--- src/frame_defs.svh ---
// Constants for the binary command frame handler.
// Assumes inclusion by the package and the design modules only.
`ifndef FRAME_DEFS_SVH
`define FRAME_DEFS_SVH
`define CMD_LEN_SERIAL   4'h9
`define CMD_LEN_CAN      4'h7
`define CMD_ADDR_IDX     4'h0
`define CMD_CKSUM_IDX    4'h8
`define CORE_OFS_SERIAL  4'h1
`define CORE_OFS_CAN     4'h0
`define RPL_LAST_CAN     4'h5
`define ST_OK            8'h64
`define ST_STORED        8'h65
`define ST_BAD_CKSUM     8'h01
`define ST_BAD_CMD       8'h02
`define ST_BAD_TYPE      8'h03
`define ST_BAD_VALUE     8'h04
`define ST_LOCKED        8'h05
`define ST_NOT_AVAIL     8'h06
`endif

--- src/frame_pkg.sv ---
// Types shared by the command frame handler and its testbench.
// Assumes frame_defs.svh is on the include path.
`include "frame_defs.svh"
package frame_pkg;
  // ==========================================
  // Decoded command core
  typedef struct packed {
    logic [7:0]  cmd;
    logic [7:0]  typ;
    logic [7:0]  bank;
    logic [31:0] value;
  } cmd_core_s;
  // ==========================================
  // Outcome from the command executor
  typedef struct packed {
    logic [7:0]  status;
    logic [31:0] value;
  } result_s;
  typedef enum logic [2:0] {
    ST_IDLE  = 3'b000,
    ST_RECV  = 3'b001,
    ST_EXEC  = 3'b010,
    ST_SEND  = 3'b011,
    ST_DRAIN = 3'b100
  } phase_e;
endpackage

--- src/byte_skid.sv ---
// Two-entry byte buffer with valid/ready on both sides.
// Assumes a single clock and synchronous active-low reset.
`timescale 1ns/1ns
module byte_skid #(
  parameter int WIDTH = 8
) (
  input  wire logic             clk_in,
  input  wire logic             rst_b_in,
  input  wire logic [WIDTH-1:0] in_data_in,
  input  wire logic             in_valid_in,
  output logic                  in_ready_out,
  output logic [WIDTH-1:0]      out_data_out,
  output logic                  out_valid_out,
  input  wire logic             out_ready_in
);
  // ==========================================
  // Storage
  logic [WIDTH-1:0] mem_reg [2];
  logic [WIDTH-1:0] mem_next [2];
  logic [1:0]       count_reg;
  logic [1:0]       count_next;
  logic             push;
  logic             pop;

  assign in_ready_out  = (count_reg != 2'h2);
  assign out_valid_out = (count_reg != 2'h0);
  assign out_data_out  = mem_reg[0];
  assign push = in_valid_in && in_ready_out;
  assign pop  = out_valid_out && out_ready_in;

  always_comb begin
    mem_next[0] = mem_reg[0];
    mem_next[1] = mem_reg[1];
    count_next  = count_reg;
    if (pop) begin
      mem_next[0] = mem_reg[1];
    end
    if (push) begin
      if (count_reg == 2'h0 || (count_reg == 2'h1 && pop)) begin
        mem_next[0] = in_data_in;
      end else if (pop) begin
        mem_next[1] = in_data_in;
      end else begin
        mem_next[count_reg[0]] = in_data_in;
      end
    end
    count_next = count_reg + {1'b0, push} - {1'b0, pop};
  end

  always_ff @(posedge clk_in) begin
    if (!rst_b_in) begin
      mem_reg[0] <= '0;
      mem_reg[1] <= '0;
      count_reg  <= 2'h0;
    end else begin
      mem_reg[0] <= mem_next[0];
      mem_reg[1] <= mem_next[1];
      count_reg  <= count_next;
    end
  end

  a_no_overflow: assert property (@(posedge clk_in) disable iff (!rst_b_in)
    count_reg != 2'h3)
    else $error("buffer accepts while full");
endmodule

--- src/frame_handler.sv ---
// Binary command frame receiver, executor handshake and reply sender.
// Assumes a byte-wide receive stream, an external command executor and a
// half-duplex line driver controlled by tx_oe_b_out.
`timescale 1ns/1ns
`include "frame_defs.svh"
// What this block does
// [RQ1] The host sends its next command only after it has got the reply to the previous one.
// [RQ2] The block never transmits unless it has first received a command addressed to it.
// [RQ3] The line driver stays in receive mode except while a reply frame is being sent.
// [RQ4] The command core is seven bytes: command, type, motor or bank, and a four-byte value.
// [RQ5] On byte links the core is wrapped by an address byte and a checksum byte, nine bytes in all.
// [RQ6] Command bytes arrive as address, command, type, bank, value most significant first, checksum.
// [RQ7] The command checksum is the 8-bit wrapping sum of all earlier bytes including the address.
// [RQ8] Every received command gets exactly one reply frame.
// [RQ9] Reply bytes are reply address, module address, status, command, value most significant first, checksum.
// [RQ10] The reply checksum is the 8-bit wrapping sum of all other reply bytes.
// [RQ11] In CAN mode address and checksum bytes are absent from both command and reply.
// [RQ12] Status 100 means success, 1 to 6 mean checksum, command, type, value, lock and availability errors.
// [RQ13] A command stored into program memory is answered with status 101.
// [RQ14] A command with a bad checksum is not executed and is answered with the checksum error status.
module frame_handler
  import frame_pkg::*;
#(
  parameter logic [7:0] MODULE_ADDR = 8'h01,
  parameter logic [7:0] REPLY_ADDR  = 8'h02
) (
  input  wire logic        clk_in,
  input  wire logic        rst_b_in,
  input  wire logic        can_mode_in,
  input  wire logic [7:0]  rx_data_in,
  input  wire logic        rx_valid_in,
  input  wire logic        rx_break_in,
  output logic [7:0]       tx_data_out,
  output logic             tx_valid_out,
  input  wire logic        tx_ready_in,
  output logic             tx_oe_b_out,
  output logic             tx_last_out,
  output cmd_core_s        exec_cmd_out,
  output logic             exec_req_out,
  input  wire logic        exec_done_in,
  input  wire result_s     exec_result_in
);
  // ==========================================
  // Receive and reply state
  phase_e      phase_reg, phase_next;
  logic [3:0]  idx_reg, idx_next;
  logic [7:0]  sum_reg, sum_next;
  logic [7:0]  frame_reg [9];
  logic [7:0]  frame_next [9];
  logic        mine_reg, mine_next;
  logic [7:0]  status_reg, status_next;
  logic [31:0] rvalue_reg, rvalue_next;
  logic [3:0]  flen;
  logic [3:0]  core0;
  logic [7:0]  rbyte;
  logic [7:0]  buf_data;
  logic        buf_valid;
  logic        buf_ready;
  logic        push;
  logic        sent_last;

  assign flen  = can_mode_in ? `CMD_LEN_CAN : `CMD_LEN_SERIAL; // RQ5
  assign core0 = can_mode_in ? `CORE_OFS_CAN : `CORE_OFS_SERIAL; // RQ11

  always_comb begin
    exec_cmd_out.cmd   = frame_reg[core0]; // RQ6
    exec_cmd_out.typ   = frame_reg[core0 + 4'h1];
    exec_cmd_out.bank  = frame_reg[core0 + 4'h2];
    exec_cmd_out.value = {frame_reg[core0 + 4'h3], frame_reg[core0 + 4'h4],
                          frame_reg[core0 + 4'h5], frame_reg[core0 + 4'h6]}; // RQ4
  end

  // ==========================================
  // Reply byte selection
  always_comb begin
    rbyte = 8'h00;
    if (can_mode_in) begin
      case (idx_reg)
        4'h0: rbyte = status_reg;
        4'h1: rbyte = frame_reg[0];
        4'h2: rbyte = rvalue_reg[31:24];
        4'h3: rbyte = rvalue_reg[23:16];
        4'h4: rbyte = rvalue_reg[15:8];
        4'h5: rbyte = rvalue_reg[7:0];
        default: rbyte = 8'h00;
      endcase // RQ11
    end else begin
      case (idx_reg)
        4'h0: rbyte = REPLY_ADDR;
        4'h1: rbyte = MODULE_ADDR;
        4'h2: rbyte = status_reg;
        4'h3: rbyte = frame_reg[1];
        4'h4: rbyte = rvalue_reg[31:24];
        4'h5: rbyte = rvalue_reg[23:16];
        4'h6: rbyte = rvalue_reg[15:8];
        4'h7: rbyte = rvalue_reg[7:0];
        4'h8: rbyte = sum_reg; // RQ10
        default: rbyte = 8'h00;
      endcase // RQ9
    end
  end

  // ==========================================
  // Sequencer
  always_comb begin
    phase_next  = phase_reg;
    idx_next    = idx_reg;
    sum_next    = sum_reg;
    mine_next   = mine_reg;
    status_next = status_reg;
    rvalue_next = rvalue_reg;
    push        = 1'b0;
    for (int i = 0; i < 9; i++) begin
      frame_next[i] = frame_reg[i];
    end
    case (phase_reg)
      ST_IDLE, ST_RECV: begin
        if (rx_break_in) begin
          phase_next = ST_IDLE;
          idx_next   = 4'h0;
          sum_next   = 8'h00;
        end else if (rx_valid_in) begin
          frame_next[idx_reg] = rx_data_in;
          if (idx_reg == `CMD_ADDR_IDX) begin
            mine_next = can_mode_in || (rx_data_in == MODULE_ADDR);
          end
          if (!can_mode_in && idx_reg == `CMD_CKSUM_IDX) begin
            status_next = (rx_data_in == sum_reg) ? `ST_OK : `ST_BAD_CKSUM; // RQ7
          end else begin
            sum_next    = sum_reg + rx_data_in; // RQ7
            status_next = `ST_OK;
          end
          phase_next = ST_RECV;
          idx_next   = idx_reg + 4'h1;
          if (idx_reg == flen - 4'h1) begin
            idx_next = 4'h0;
            // Clear the running sum so a dropped frame cannot skew the next one
            sum_next = 8'h00; // RQ7
            // Frames for other nodes are dropped silently to keep the bus quiet
            phase_next = mine_next ? ST_EXEC : ST_IDLE; // RQ2
          end
        end
      end
      ST_EXEC: begin
        sum_next = 8'h00;
        if (status_reg == `ST_BAD_CKSUM) begin
          rvalue_next = 32'h0000_0000;
          phase_next  = ST_SEND; // RQ14
        end else if (exec_done_in) begin
          status_next = exec_result_in.status; // RQ12 RQ13
          rvalue_next = exec_result_in.value;
          phase_next  = ST_SEND;
        end
      end
      ST_SEND: begin
        push = 1'b1;
        if (buf_ready) begin
          sum_next = sum_reg + rbyte; // RQ10
          idx_next = idx_reg + 4'h1;
          if (idx_reg == (can_mode_in ? `RPL_LAST_CAN : `CMD_CKSUM_IDX)) begin
            idx_next   = 4'h0;
            phase_next = ST_DRAIN; // RQ8
          end
        end
      end
      ST_DRAIN: begin
        sum_next = 8'h00;
        if (!buf_valid) begin
          phase_next = ST_IDLE;
        end
      end
      default: phase_next = ST_IDLE;
    endcase
  end

  always_ff @(posedge clk_in) begin
    if (!rst_b_in) begin
      phase_reg  <= ST_IDLE;
      idx_reg    <= 4'h0;
      sum_reg    <= 8'h00;
      mine_reg   <= 1'b0;
      status_reg <= `ST_OK;
      rvalue_reg <= 32'h0000_0000;
      for (int i = 0; i < 9; i++) begin
        frame_reg[i] <= 8'h00;
      end
    end else begin
      phase_reg  <= phase_next;
      idx_reg    <= idx_next;
      sum_reg    <= sum_next;
      mine_reg   <= mine_next;
      status_reg <= status_next;
      rvalue_reg <= rvalue_next;
      for (int i = 0; i < 9; i++) begin
        frame_reg[i] <= frame_next[i];
      end
    end
  end

  // Executor is only asked for frames with a good checksum
  assign exec_req_out = (phase_reg == ST_EXEC) && (status_reg != `ST_BAD_CKSUM); // RQ14

  // ==========================================
  // Output buffer, lets the line stall without losing bytes
  byte_skid #(.WIDTH(8)) u_skid (
    .clk_in        (clk_in),
    .rst_b_in      (rst_b_in),
    .in_data_in    (rbyte),
    .in_valid_in   (push),
    .in_ready_out  (buf_ready),
    .out_data_out  (buf_data),
    .out_valid_out (buf_valid),
    .out_ready_in  (tx_ready_in)
  );

  assign tx_data_out  = buf_data;
  assign tx_valid_out = buf_valid;
  // Valid and ready together mean exactly one byte is left in the buffer
  assign sent_last    = (phase_reg == ST_DRAIN) && buf_valid && buf_ready;
  assign tx_last_out  = sent_last;
  // Driver is enabled only while reply bytes are in flight
  assign tx_oe_b_out  = !((phase_reg == ST_SEND) || (phase_reg == ST_DRAIN)); // RQ3

  // ==========================================
  // Checks
  a_tx_only_reply: assert property (@(posedge clk_in) disable iff (!rst_b_in)
    tx_valid_out |-> !tx_oe_b_out) // RQ3
    else $error("byte sent with driver off");
  a_idle_no_tx: assert property (@(posedge clk_in) disable iff (!rst_b_in)
    phase_reg == ST_IDLE |-> tx_oe_b_out && !tx_valid_out) // RQ2
    else $error("transmit without command");
  a_bad_sum_skip: assert property (@(posedge clk_in) disable iff (!rst_b_in)
    phase_reg == ST_EXEC && status_reg == `ST_BAD_CKSUM |-> !exec_req_out ##1 phase_reg == ST_SEND) // RQ14
    else $error("bad checksum frame executed");
  a_reply_after_exec: assert property (@(posedge clk_in) disable iff (!rst_b_in)
    phase_reg == ST_EXEC && exec_done_in |=> phase_reg == ST_SEND && status_reg == $past(exec_result_in.status)) // RQ12
    else $error("status not taken from executor");
  a_reply_one: assert property (@(posedge clk_in) disable iff (!rst_b_in)
    $rose(phase_reg == ST_SEND) |-> ##[1:300] phase_reg == ST_DRAIN) // RQ8
    else $error("reply not completed");
  a_send_sum: assert property (@(posedge clk_in) disable iff (!rst_b_in)
    phase_reg == ST_SEND && buf_ready && !can_mode_in && idx_reg == `CMD_CKSUM_IDX |->
      rbyte == 8'(REPLY_ADDR + MODULE_ADDR + status_reg + frame_reg[1] + rvalue_reg[31:24] +
                  rvalue_reg[23:16] + rvalue_reg[15:8] + rvalue_reg[7:0])) // RQ10
    else $error("reply checksum wrong");
  a_serial_addr: assert property (@(posedge clk_in) disable iff (!rst_b_in)
    phase_reg == ST_SEND && !can_mode_in && idx_reg == 4'h1 |-> rbyte == MODULE_ADDR) // RQ9
    else $error("reply module address wrong");
  a_rx_len: assert property (@(posedge clk_in) disable iff (!rst_b_in)
    $rose(phase_reg == ST_EXEC) |-> $past(idx_reg) == flen - 4'h1) // RQ5
    else $error("frame length wrong");
  c_good_cmd: cover property (@(posedge clk_in) phase_reg == ST_EXEC && exec_done_in);
  c_bad_sum: cover property (@(posedge clk_in) phase_reg == ST_EXEC && status_reg == `ST_BAD_CKSUM);
  c_stall: cover property (@(posedge clk_in) tx_valid_out && !tx_ready_in);
  c_can: cover property (@(posedge clk_in) can_mode_in && phase_reg == ST_DRAIN);
endmodule

--- config.mk ---
export PLATFORM = sky130hd
export DESIGN_NAME = frame_handler
export DESIGN_NICKNAME = d
export VERILOG_FILES = /design/src/frame_pkg.sv /design/src/byte_skid.sv /design/src/frame_handler.sv
export VERILOG_INCLUDE_DIRS = /design/src
export SDC_FILE = /design/constraint.sdc
export NUM_CORES = 1
export LEC_CHECK = 0
export BUFFER_PORTS_ARGS = -buffer_cell sky130_fd_sc_hd__buf_2
export CAP_MARGIN = 20
export CORE_ASPECT_RATIO = 0.8
export CORE_MARGIN = 2
export CORE_UTILIZATION = 52
export CTS_CLUSTER_DIAMETER = 40
export DETAILED_ROUTE_END_ITERATION = 8
export HOLD_SLACK_MARGIN = 0.02
export PLACE_DENSITY = 0.77
export SETUP_SLACK_MARGIN = 0.3
export SLEW_MARGIN = 25
export SYNTH_ARGS = -nofsm -noshare
export SYNTH_HDL_FRONTEND = slang
export SYNTH_HIERARCHICAL = 1
export SYNTH_SLANG_ARGS = --single-unit
export TNS_END_PERCENT = 30
--- constraint.sdc ---
create_clock -name clk_in -period 3.44 [get_ports clk_in]
set_clock_uncertainty 0.05 [all_clocks]
set_input_delay 0.516 -clock clk_in [delete_from_list [all_inputs] [get_ports clk_in]]
set_output_delay 0.516 -clock clk_in [all_outputs]
set_load 0.02 [all_outputs]
==> results of run 1 <==
==> worst max path at each step <==
stage / end / slack (ns) / cells after the start / from
floorplan: sum_reg[7] / 0.19 / 15 / idx_reg[0]
global placement: sum_reg[7] / 0.1 / 13 / idx_reg[2]
detailed placement: sum_reg[7] / 0.04 / 12 / idx_reg[2]
CTS: sum_reg[7] / 0.06 / 15 / idx_reg[0]
global route: sum_reg[7] / -0.06 / 15 / idx_reg[0]
finish: sum_reg[7] / 0.08 / 13 / idx_reg[0]
==> placed cells by master (no fill, tap or decap), types with 3 or more instances in the layout <==
master / Yosys / routed
sky130_fd_sc_hd__nand3_1: 22 / 22
sky130_fd_sc_hd__ha_1: 20 / 17
sky130_fd_sc_hd__buf_4: 8 / 52
sky130_fd_sc_hd__buf_2: 12 / 122
sky130_fd_sc_hd__nand2_1: 153 / 153
sky130_fd_sc_hd__nor2_1: 25 / 25
sky130_fd_sc_hd__a222oi_1: 11 / 11
sky130_fd_sc_hd__and3_1: 6 / 6
sky130_fd_sc_hd__a221oi_1: 5 / 5
sky130_fd_sc_hd__o21ai_0: 18 / 16
sky130_fd_sc_hd__o21bai_1: 4 / 4
sky130_fd_sc_hd__nand2b_1: 10 / 10
sky130_fd_sc_hd__a21boi_0: 50 / 50
sky130_fd_sc_hd__mux2i_1: 31 / 31
sky130_fd_sc_hd__clkbuf_1: 47 / 6
sky130_fd_sc_hd__inv_1: 10 / 8
sky130_fd_sc_hd__a22oi_1: 50 / 50
sky130_fd_sc_hd__o211a_1: 4 / 4
sky130_fd_sc_hd__dfxtp_1: 138 / 135
sky130_fd_sc_hd__xnor2_1: 8 / 8
sky130_fd_sc_hd__mux2_2: 58 / 58
sky130_fd_sc_hd__nor4_1: 5 / 5
sky130_fd_sc_hd__o211ai_1: 6 / 6
sky130_fd_sc_hd__a21oi_1: 34 / 32
sky130_fd_sc_hd__a31oi_1: 4 / 3
sky130_fd_sc_hd__o22ai_1: 4 / 3
sky130_fd_sc_hd__xor2_1: 4 / 4
sky130_fd_sc_hd__and2_1: 13 / 11
sky130_fd_sc_hd__clkbuf_16: 0 / 17
sky130_fd_sc_hd__nor3_1: 13 / 13
sky130_fd_sc_hd__a211oi_1: 13 / 10
sky130_fd_sc_hd__bufinv_16: 0 / 4
sky130_fd_sc_hd__a21oi_2: 1 / 3
sky130_fd_sc_hd__or3_1: 4 / 4
sky130_fd_sc_hd__nor2b_1: 58 / 58
==> worst max-delay path: cells and delay by family, from the launching register on <==
| family | cells | cell delay, ns |
|---|---|---|
| and+or+nand+nor | 3 | 0.62 |
| adders and majority gates | 2 | 0.52 |
| DFF | 1 | 0.39 |
| xor gates and xnor gates | 1 | 0.21 |
| AOI/OAI and AO/OA | 6 | 1.41 |
| buffers and inverters | 1 | 0.05 |
==> area by class of cell <==
type                       count  area (sq um)  share of cell area [%]
clock buffer                  25           475                    4.97
clock inverter                 7           139                    1.45
inverter                      12          47.5                   0.497
multi-input combinational    688          4880                    51.0
sequential                   138          2770                    29.0
tap                          189           236                    2.47
timing repair buffer         176          1020                    10.7
==> per-layer routing <==
metal	GRT usage [%]	vias to the layer above	wire length [um]
met5	0	-	0
li1	-	3530	-
met1	43.7	3503	11200
met3	7.78	53	2300
met2	43.3	387	10500
met4	9.93	0	534
==> logic make-up after synthesis <==
logic type	after synthesis	share of synthesized area, %
simple gates	331	20.9
compound gates	232	21.4
flops	138	34.8
buf+inv	90	5.31
mux	90	12.3
fa+ha+maj	22	3.66
xor+xnor	13	1.61
==> power groups by stage <==
stage	Combinational (uW)	Clock [uW]	Sequential (uW)
floorplan	302	0	1670
global placement	435	0	1690
detailed placement	438	0	1690
CTS	442	1940	1660
global route	518	2010	1660
finish	481	1930	1660
==> per-stage QoR <==
step | instances | setup slack (ns)
global route | 1235 | -0.0646
floorplan | 916 | 0.185
global placement | 1193 | 0.0965
detailed placement | 1193 | 0.0363
finish | 1235 | 0.0823
CTS | 1225 | 0.0609
==> synth_stat cells, types with 6 or more instances <==
cell type	n
sky130_fd_sc_hd__mux2_2	58
sky130_fd_sc_hd__o211ai_1	6
sky130_fd_sc_hd__inv_1	10
sky130_fd_sc_hd__nor3_1	13
sky130_fd_sc_hd__a222oi_1	11
sky130_fd_sc_hd__ha_1	20
sky130_fd_sc_hd__a211oi_1	13
sky130_fd_sc_hd__clkbuf_1	47
sky130_fd_sc_hd__nand2b_1	10
sky130_fd_sc_hd__and2_1	13
sky130_fd_sc_hd__nor2_1	25
sky130_fd_sc_hd__a21oi_1	34
sky130_fd_sc_hd__dfxtp_1	138
sky130_fd_sc_hd__nand3_1	22
sky130_fd_sc_hd__nand2_1	153
sky130_fd_sc_hd__nor2b_1	58
sky130_fd_sc_hd__a21boi_0	50
sky130_fd_sc_hd__xnor2_1	8
sky130_fd_sc_hd__buf_4	8
sky130_fd_sc_hd__and3_1	6
sky130_fd_sc_hd__a22oi_1	50
sky130_fd_sc_hd__o21ai_0	18
sky130_fd_sc_hd__buf_2	12
sky130_fd_sc_hd__mux2i_1	31
==> what timing repair did <==
item	4_1_cts	5_1_grt
endpoints found under the setup margin	3	5
setup buffers	0	10
endpoints found under the hold margin	0	0
resized for setup	2	19
cloned	0	0
pin swaps	0	9
==> flow_summary.ini, run 1 <==
[critical_path]
regToRegSetupSlack_ns = 0.08
cp_slowest_cell = sky130_fd_sc_hd__dfxtp_4
worstReg2RegStart = idx_reg[0]
path_max_fanout = 7
data_arrival_critical_path_ns = 3.62
timing.critical_path.slowest_cell_delay_ns = 0.39
start_kind = flop
r2r-end = sum_reg[7]
path_class = flop to flop
worstRegToRegCells = 13
cp_cell_sequence = inv_4 -> ha_4 -> nor3b_2 -> a222oi_1 -> and4_1 -> a31oi_2 -> ha_1 -> a211oi_4 -> o21bai_1 -> a2111oi_1 -> or3_1 -> xnor3_1 -> a211o_1
end_kind = flop
critical_path_required_ns = 3.71

[power_and_ir_drop]
power.density_cell_area_nw_per_um2 = 425
ir_drop_uv = 328
p_clk_share_pct = 47.4
leakage_uw = 0.00398
pwr-share-seq_pct = 40.7
power.internal_uw = 3090
sw_frac_of_total_pct = 24.0
combinational_cell_fraction_of_total_power_pct = 11.8
totalPowerFinal_uw = 4070
power_switching_uw = 977

[die]
num_io_pins = 123
fp-row-count = 40
start_util_pct = 53.0
fp.dieH_um = 115
die_width_um = 142
placeableCoreArea_sq_um = 15000
fp.dieArea_sq_um = 16300

[placed_design]
port_buffers = 122
detailedPlacementHpwl_um = 17700
placed_cell_area_sq_um = 8790
globalplace.congestion = 1.03

[layout]
diodes = 0
final_core_utilization_pct = 64.0
final_area_sq_um = 9570
final_layout_size_suffix_gt1_share_pct = 28.3
flow.area_growth_from_synthesis_pct = 20.6
num-fill-cells = 1244
layout.nets = 1110
number_of_flip_flops_under_the_largest_register_name = 64

[hold_path]
whs_path_depth = 3
hold_wc_path_type = input port to flop
hold_path.startpoint = exec_result_in[12]
holdPathEnd = rvalue_reg[12]

[status]
status = completed

[timing]
max_freq_mhz = 298
rsz0062_at_grt = yes
max-slew-margin-rel_pct = 35.4
slew_violations = 0
totalNegativeSetupSlack_ns = 0
timing_hold_violations_final = 0
tightestPinTransition_ns = 0.963
min_period_over_period_pct = 97.6
fin_hold_ws_ns = 0.308
setup_viol = 0
period_needed_ns = 3.36

[clock_network]
ctsLongestPathBuffers = 2
clk_pin_slew_ns = 0.06
cts.hold.buffers_added = 0
htree_levels = 4
clock_latency_ns = 0.43
cts.sink_count = 138
clockRootBuffer = sky130_fd_sc_hd__clkbuf_16
cts_tree = yes
numCtsBuffers = 17

[yosys]
netlist_instances = 916
proportion_of_netlist_area_held_by_the_largest_area_contributor_pct = 34.8
synth_flop_cell = sky130_fd_sc_hd__dfxtp_1
sequential_element_share_of_the_synthesized_area_pct = 34.8
postSynthAreaPerCell_sq_um = 8.67
synthTopCellsByArea = sky130_fd_sc_hd__dfxtp_1 35%, sky130_fd_sc_hd__mux2_2 8.2%, sky130_fd_sc_hd__nand2_1 7.2%
ys_ff_latch = 138
yosysWarnings = 6
postSynth.asyncResetShare_pct = 0
synth_enable_flop_cells = 0
synth.lib_cells_used.distinct = 74
synth.net_count = 993
netlist_area_before_placement_sq_um = 7940
netlist.top_cell.by_area = sky130_fd_sc_hd__dfxtp_1

[route]
first_pass_iters = 7
totalWireLength_um = 24500
via_count = 7473
drc = 0
detail_route.vias_per_cell = 6.05
ant_nets_after_route = 0
post_drt_wl_per_cell_um = 19.9
first_iter_violations = 795

[global_routing]
grt_pass1_wl_um = 37900
global_routing_usage_summed_across_all_routing_layers_pct = 30.1
grt_start_max_net_pins = 72
first_global_vias = 6909
globalRoute.totalOverflow = 0
antenna_violations_before_repair = 0

[job]
maxCapViolCount = 0
No activity file was read; power rests on OpenSTA's default activity.
==> run 2, diff against run 1 <==
--- a/config.mk
+++ b/config.mk
@@ -6,15 +6,15 @@
 export SDC_FILE = /design/constraint.sdc
 export NUM_CORES = 1
 export LEC_CHECK = 0
-export BUFFER_PORTS_ARGS = -buffer_cell sky130_fd_sc_hd__buf_2
 export CAP_MARGIN = 20
 export CORE_ASPECT_RATIO = 0.8
 export CORE_MARGIN = 2
-export CORE_UTILIZATION = 52
+export CORE_UTILIZATION = 60
 export CTS_CLUSTER_DIAMETER = 40
 export DETAILED_ROUTE_END_ITERATION = 8
+export DONT_BUFFER_PORTS = 1
 export HOLD_SLACK_MARGIN = 0.02
-export PLACE_DENSITY = 0.77
+export PLACE_DENSITY = 0.76
 export SETUP_SLACK_MARGIN = 0.3
 export SLEW_MARGIN = 25
 export SYNTH_ARGS = -nofsm -noshare
==> constraint.sdc (replaced) <==
create_clock -name clk_in -period 4.3 [get_ports clk_in]
set_clock_uncertainty 0.05 [all_clocks]
set_input_delay 0.645 -clock clk_in [delete_from_list [all_inputs] [get_ports clk_in]]
set_output_delay 0.645 -clock clk_in [all_outputs]
set_load 0.02 [all_outputs]
==> run 2 against run 1 <==
Against the previous run:
- count of clock-buffer cells in the layout shrank 4
- maximum frequency shrank 11%
- die area shrank 13%
- hold slack lost 0.049 ns
- design area shrank 10%
- setup slack gained 0.43 ns
- sequential share of layout area grew 3.2 points
- utilization grew 2.8 points
- cell count shrank 14%
- largest power group unchanged
- global-route usage grew 4.0 points
- register-to-register slack gained 0.43 ns
- critical path type unchanged
==> flow_summary.ini, run 2 (synthesis results as in run 1) <==
[clock_network]
numCtsBuffers = 17
clockRootBuffer = sky130_fd_sc_hd__clkbuf_16
htree_levels = 4
clk_pin_slew_ns = 0.06
clock_latency_ns = 0.43
ctsLongestPathBuffers = 2
cts_tree = yes
cts.sink_count = 138

[route]
post_drt_wl_per_cell_um = 22.6
first_iter_violations = 880
totalWireLength_um = 23900
detail_route.vias_per_cell = 6.57
via_count = 6955
drc = 0
first_pass_iters = 7
ant_nets_after_route = 0

[layout]
final_layout_size_suffix_gt1_share_pct = 15.1
num-fill-cells = 1099
flow.area_growth_from_synthesis_pct = 8.29
layout.cells.most_common_list = 153 x sky130_fd_sc_hd__nand2_1, 135 x sky130_fd_sc_hd__dfxtp_1, 58 x sky130_fd_sc_hd__nor2b_1, 58 x sky130_fd_sc_hd__mux2_2, 50 x sky130_fd_sc_hd__a21boi_0
final_common_cell = sky130_fd_sc_hd__nand2_1
final_core_utilization_pct = 66.8
number_of_flip_flops_under_the_largest_register_name = 64
layout.nets = 947
diodes = 0

[global_routing]
global_routing_usage_summed_across_all_routing_layers_pct = 34.1
grt_pass1_wl_um = 37500
globalRoute.totalOverflow = 0
grt_start_max_net_pins = 123
antenna_violations_before_repair = 0
first_global_vias = 6555

[timing]
totalNegativeSetupSlack_ns = 0
setup_viol = 0
min_period_over_period_pct = 88.1
slew_violations = 0
fin_hold_ws_ns = 0.259
rsz0062_at_grt = no
tightestPinTransition_ns = 1.05
max_freq_mhz = 264
timing_hold_violations_final = 0
max-slew-margin-rel_pct = 29.8
period_needed_ns = 3.79

[critical_path]
path_max_fanout = 13
end_kind = flop
cp_cell_sequence = inv_1 -> ha_1 -> and2_2 -> nand2_1 -> nand2_1 -> a221oi_1 -> a22oi_1 -> ha_1 -> o21ai_0 -> o21bai_1 -> a2111oi_1 -> or3_1 -> xnor3_1 -> a211o_1
worstPathBufferInverterCount = 1
critical-path-top-delay-family = compound AO/OA/AOI/OAI gates
start_kind = flop
cp_slowest_cell = sky130_fd_sc_hd__dfxtp_2
critical_path_required_ns = 4.56
data_arrival_critical_path_ns = 4.05
path_class = flop to flop
timing.critical_path.slowest_cell_delay_ns = 0.41

[die]
fp-row-count = 37
num_io_pins = 123
fp.dieArea_sq_um = 14200
placeableCoreArea_sq_um = 12900
die_width_um = 133
start_util_pct = 61.7
fp.dieH_um = 107

[power_and_ir_drop]
leakage_uw = 0.00319
power.density_cell_area_nw_per_um2 = 367
ir_drop_uv = 274

[status]
status = completed

[placed_design]
detailedPlacementHpwl_um = 17200
globalplace.congestion = 0.980
port_buffers = 0

[job]
maxCapViolCount = 0

[hold_path]
hold_wc_path_type = input port to flop
run 2: worst paths after layout:
path / from / end / slack (ns) / cells after the start
worst max-delay path: idx_reg[1] / sum_reg[7] / 0.51 / 14
worst min-delay path: rst_b_in / status_reg[6] / 0.26 / 1
worst max register to register: idx_reg[1] / sum_reg[7] / 0.51 / 14
worst min register to register: u_skid/mem_reg[0][15] / u_skid/mem_reg[0][15] / 0.40 / 2
run 2: what timing repair did:
item,CTS,global route
hold buffers,0,0
buffers inserted,0,3
endpoints found under the setup margin,1,2
cloned,0,0
resized for setup,2,18
run 2: worst reg2reg max path: cells and delay by family, from the launching register on:
kind	cells	cell delay, ns
buffers and inverters	1	0.12
and+or+nand+nor	4	0.85
AOI/OAI and AO/OA	6	1.38
adders and majority gates	2	0.68
xor gates and xnor gates	1	0.18
DFF	1	0.41
run 2: area by class of cell:
cell class,instances,area (sq um),share of cell area (%)
Timing Repair Buffer,13,97.6,1.14
Sequential cell,138,2770,32.2
Multi-Input combinational cell,688,4840,56.3
Tap cell,175,219,2.55
Clock buffer,21,460,5.36
Clock inverter,11,168,1.95
Inverter,12,45.0,0.524
run 2: per-layer routing:
layer / vias to the layer above / global-route usage, % / routed length [um] / share of wire (%)
li1: 3198 / - / - / -
met1: 3388 / 47.9 / 10600 / 44
met2: 333 / 52.8 / 10900 / 46
met3: 36 / 7.28 / 1990 / 8.3
met4: 0 / 10.3 / 383 / 1.6
met5: - / 0 / 0 / 0
run 2: power breakdown:
| group | switching, uW | internal [uW] |
|---|---|---|
| combinational | 147 | 125 |
| sequential | 28.7 | 1300 |
| clock | 560 | 1000 |
| total | 736 | 2420 |
run 2: per-stage QoR:
step	worst slack, ns	instances	total power [uW]	instance area (sq um)
after floorplan	0.617	916	1570	7940
after global placement	0.419	1023	1590	7860
after detailed placement	0.231	1023	1600	7870
after CTS	0.330	1055	3150	8500
after global routing	0.318	1058	3250	8600
final	0.511	1058	3160	8600
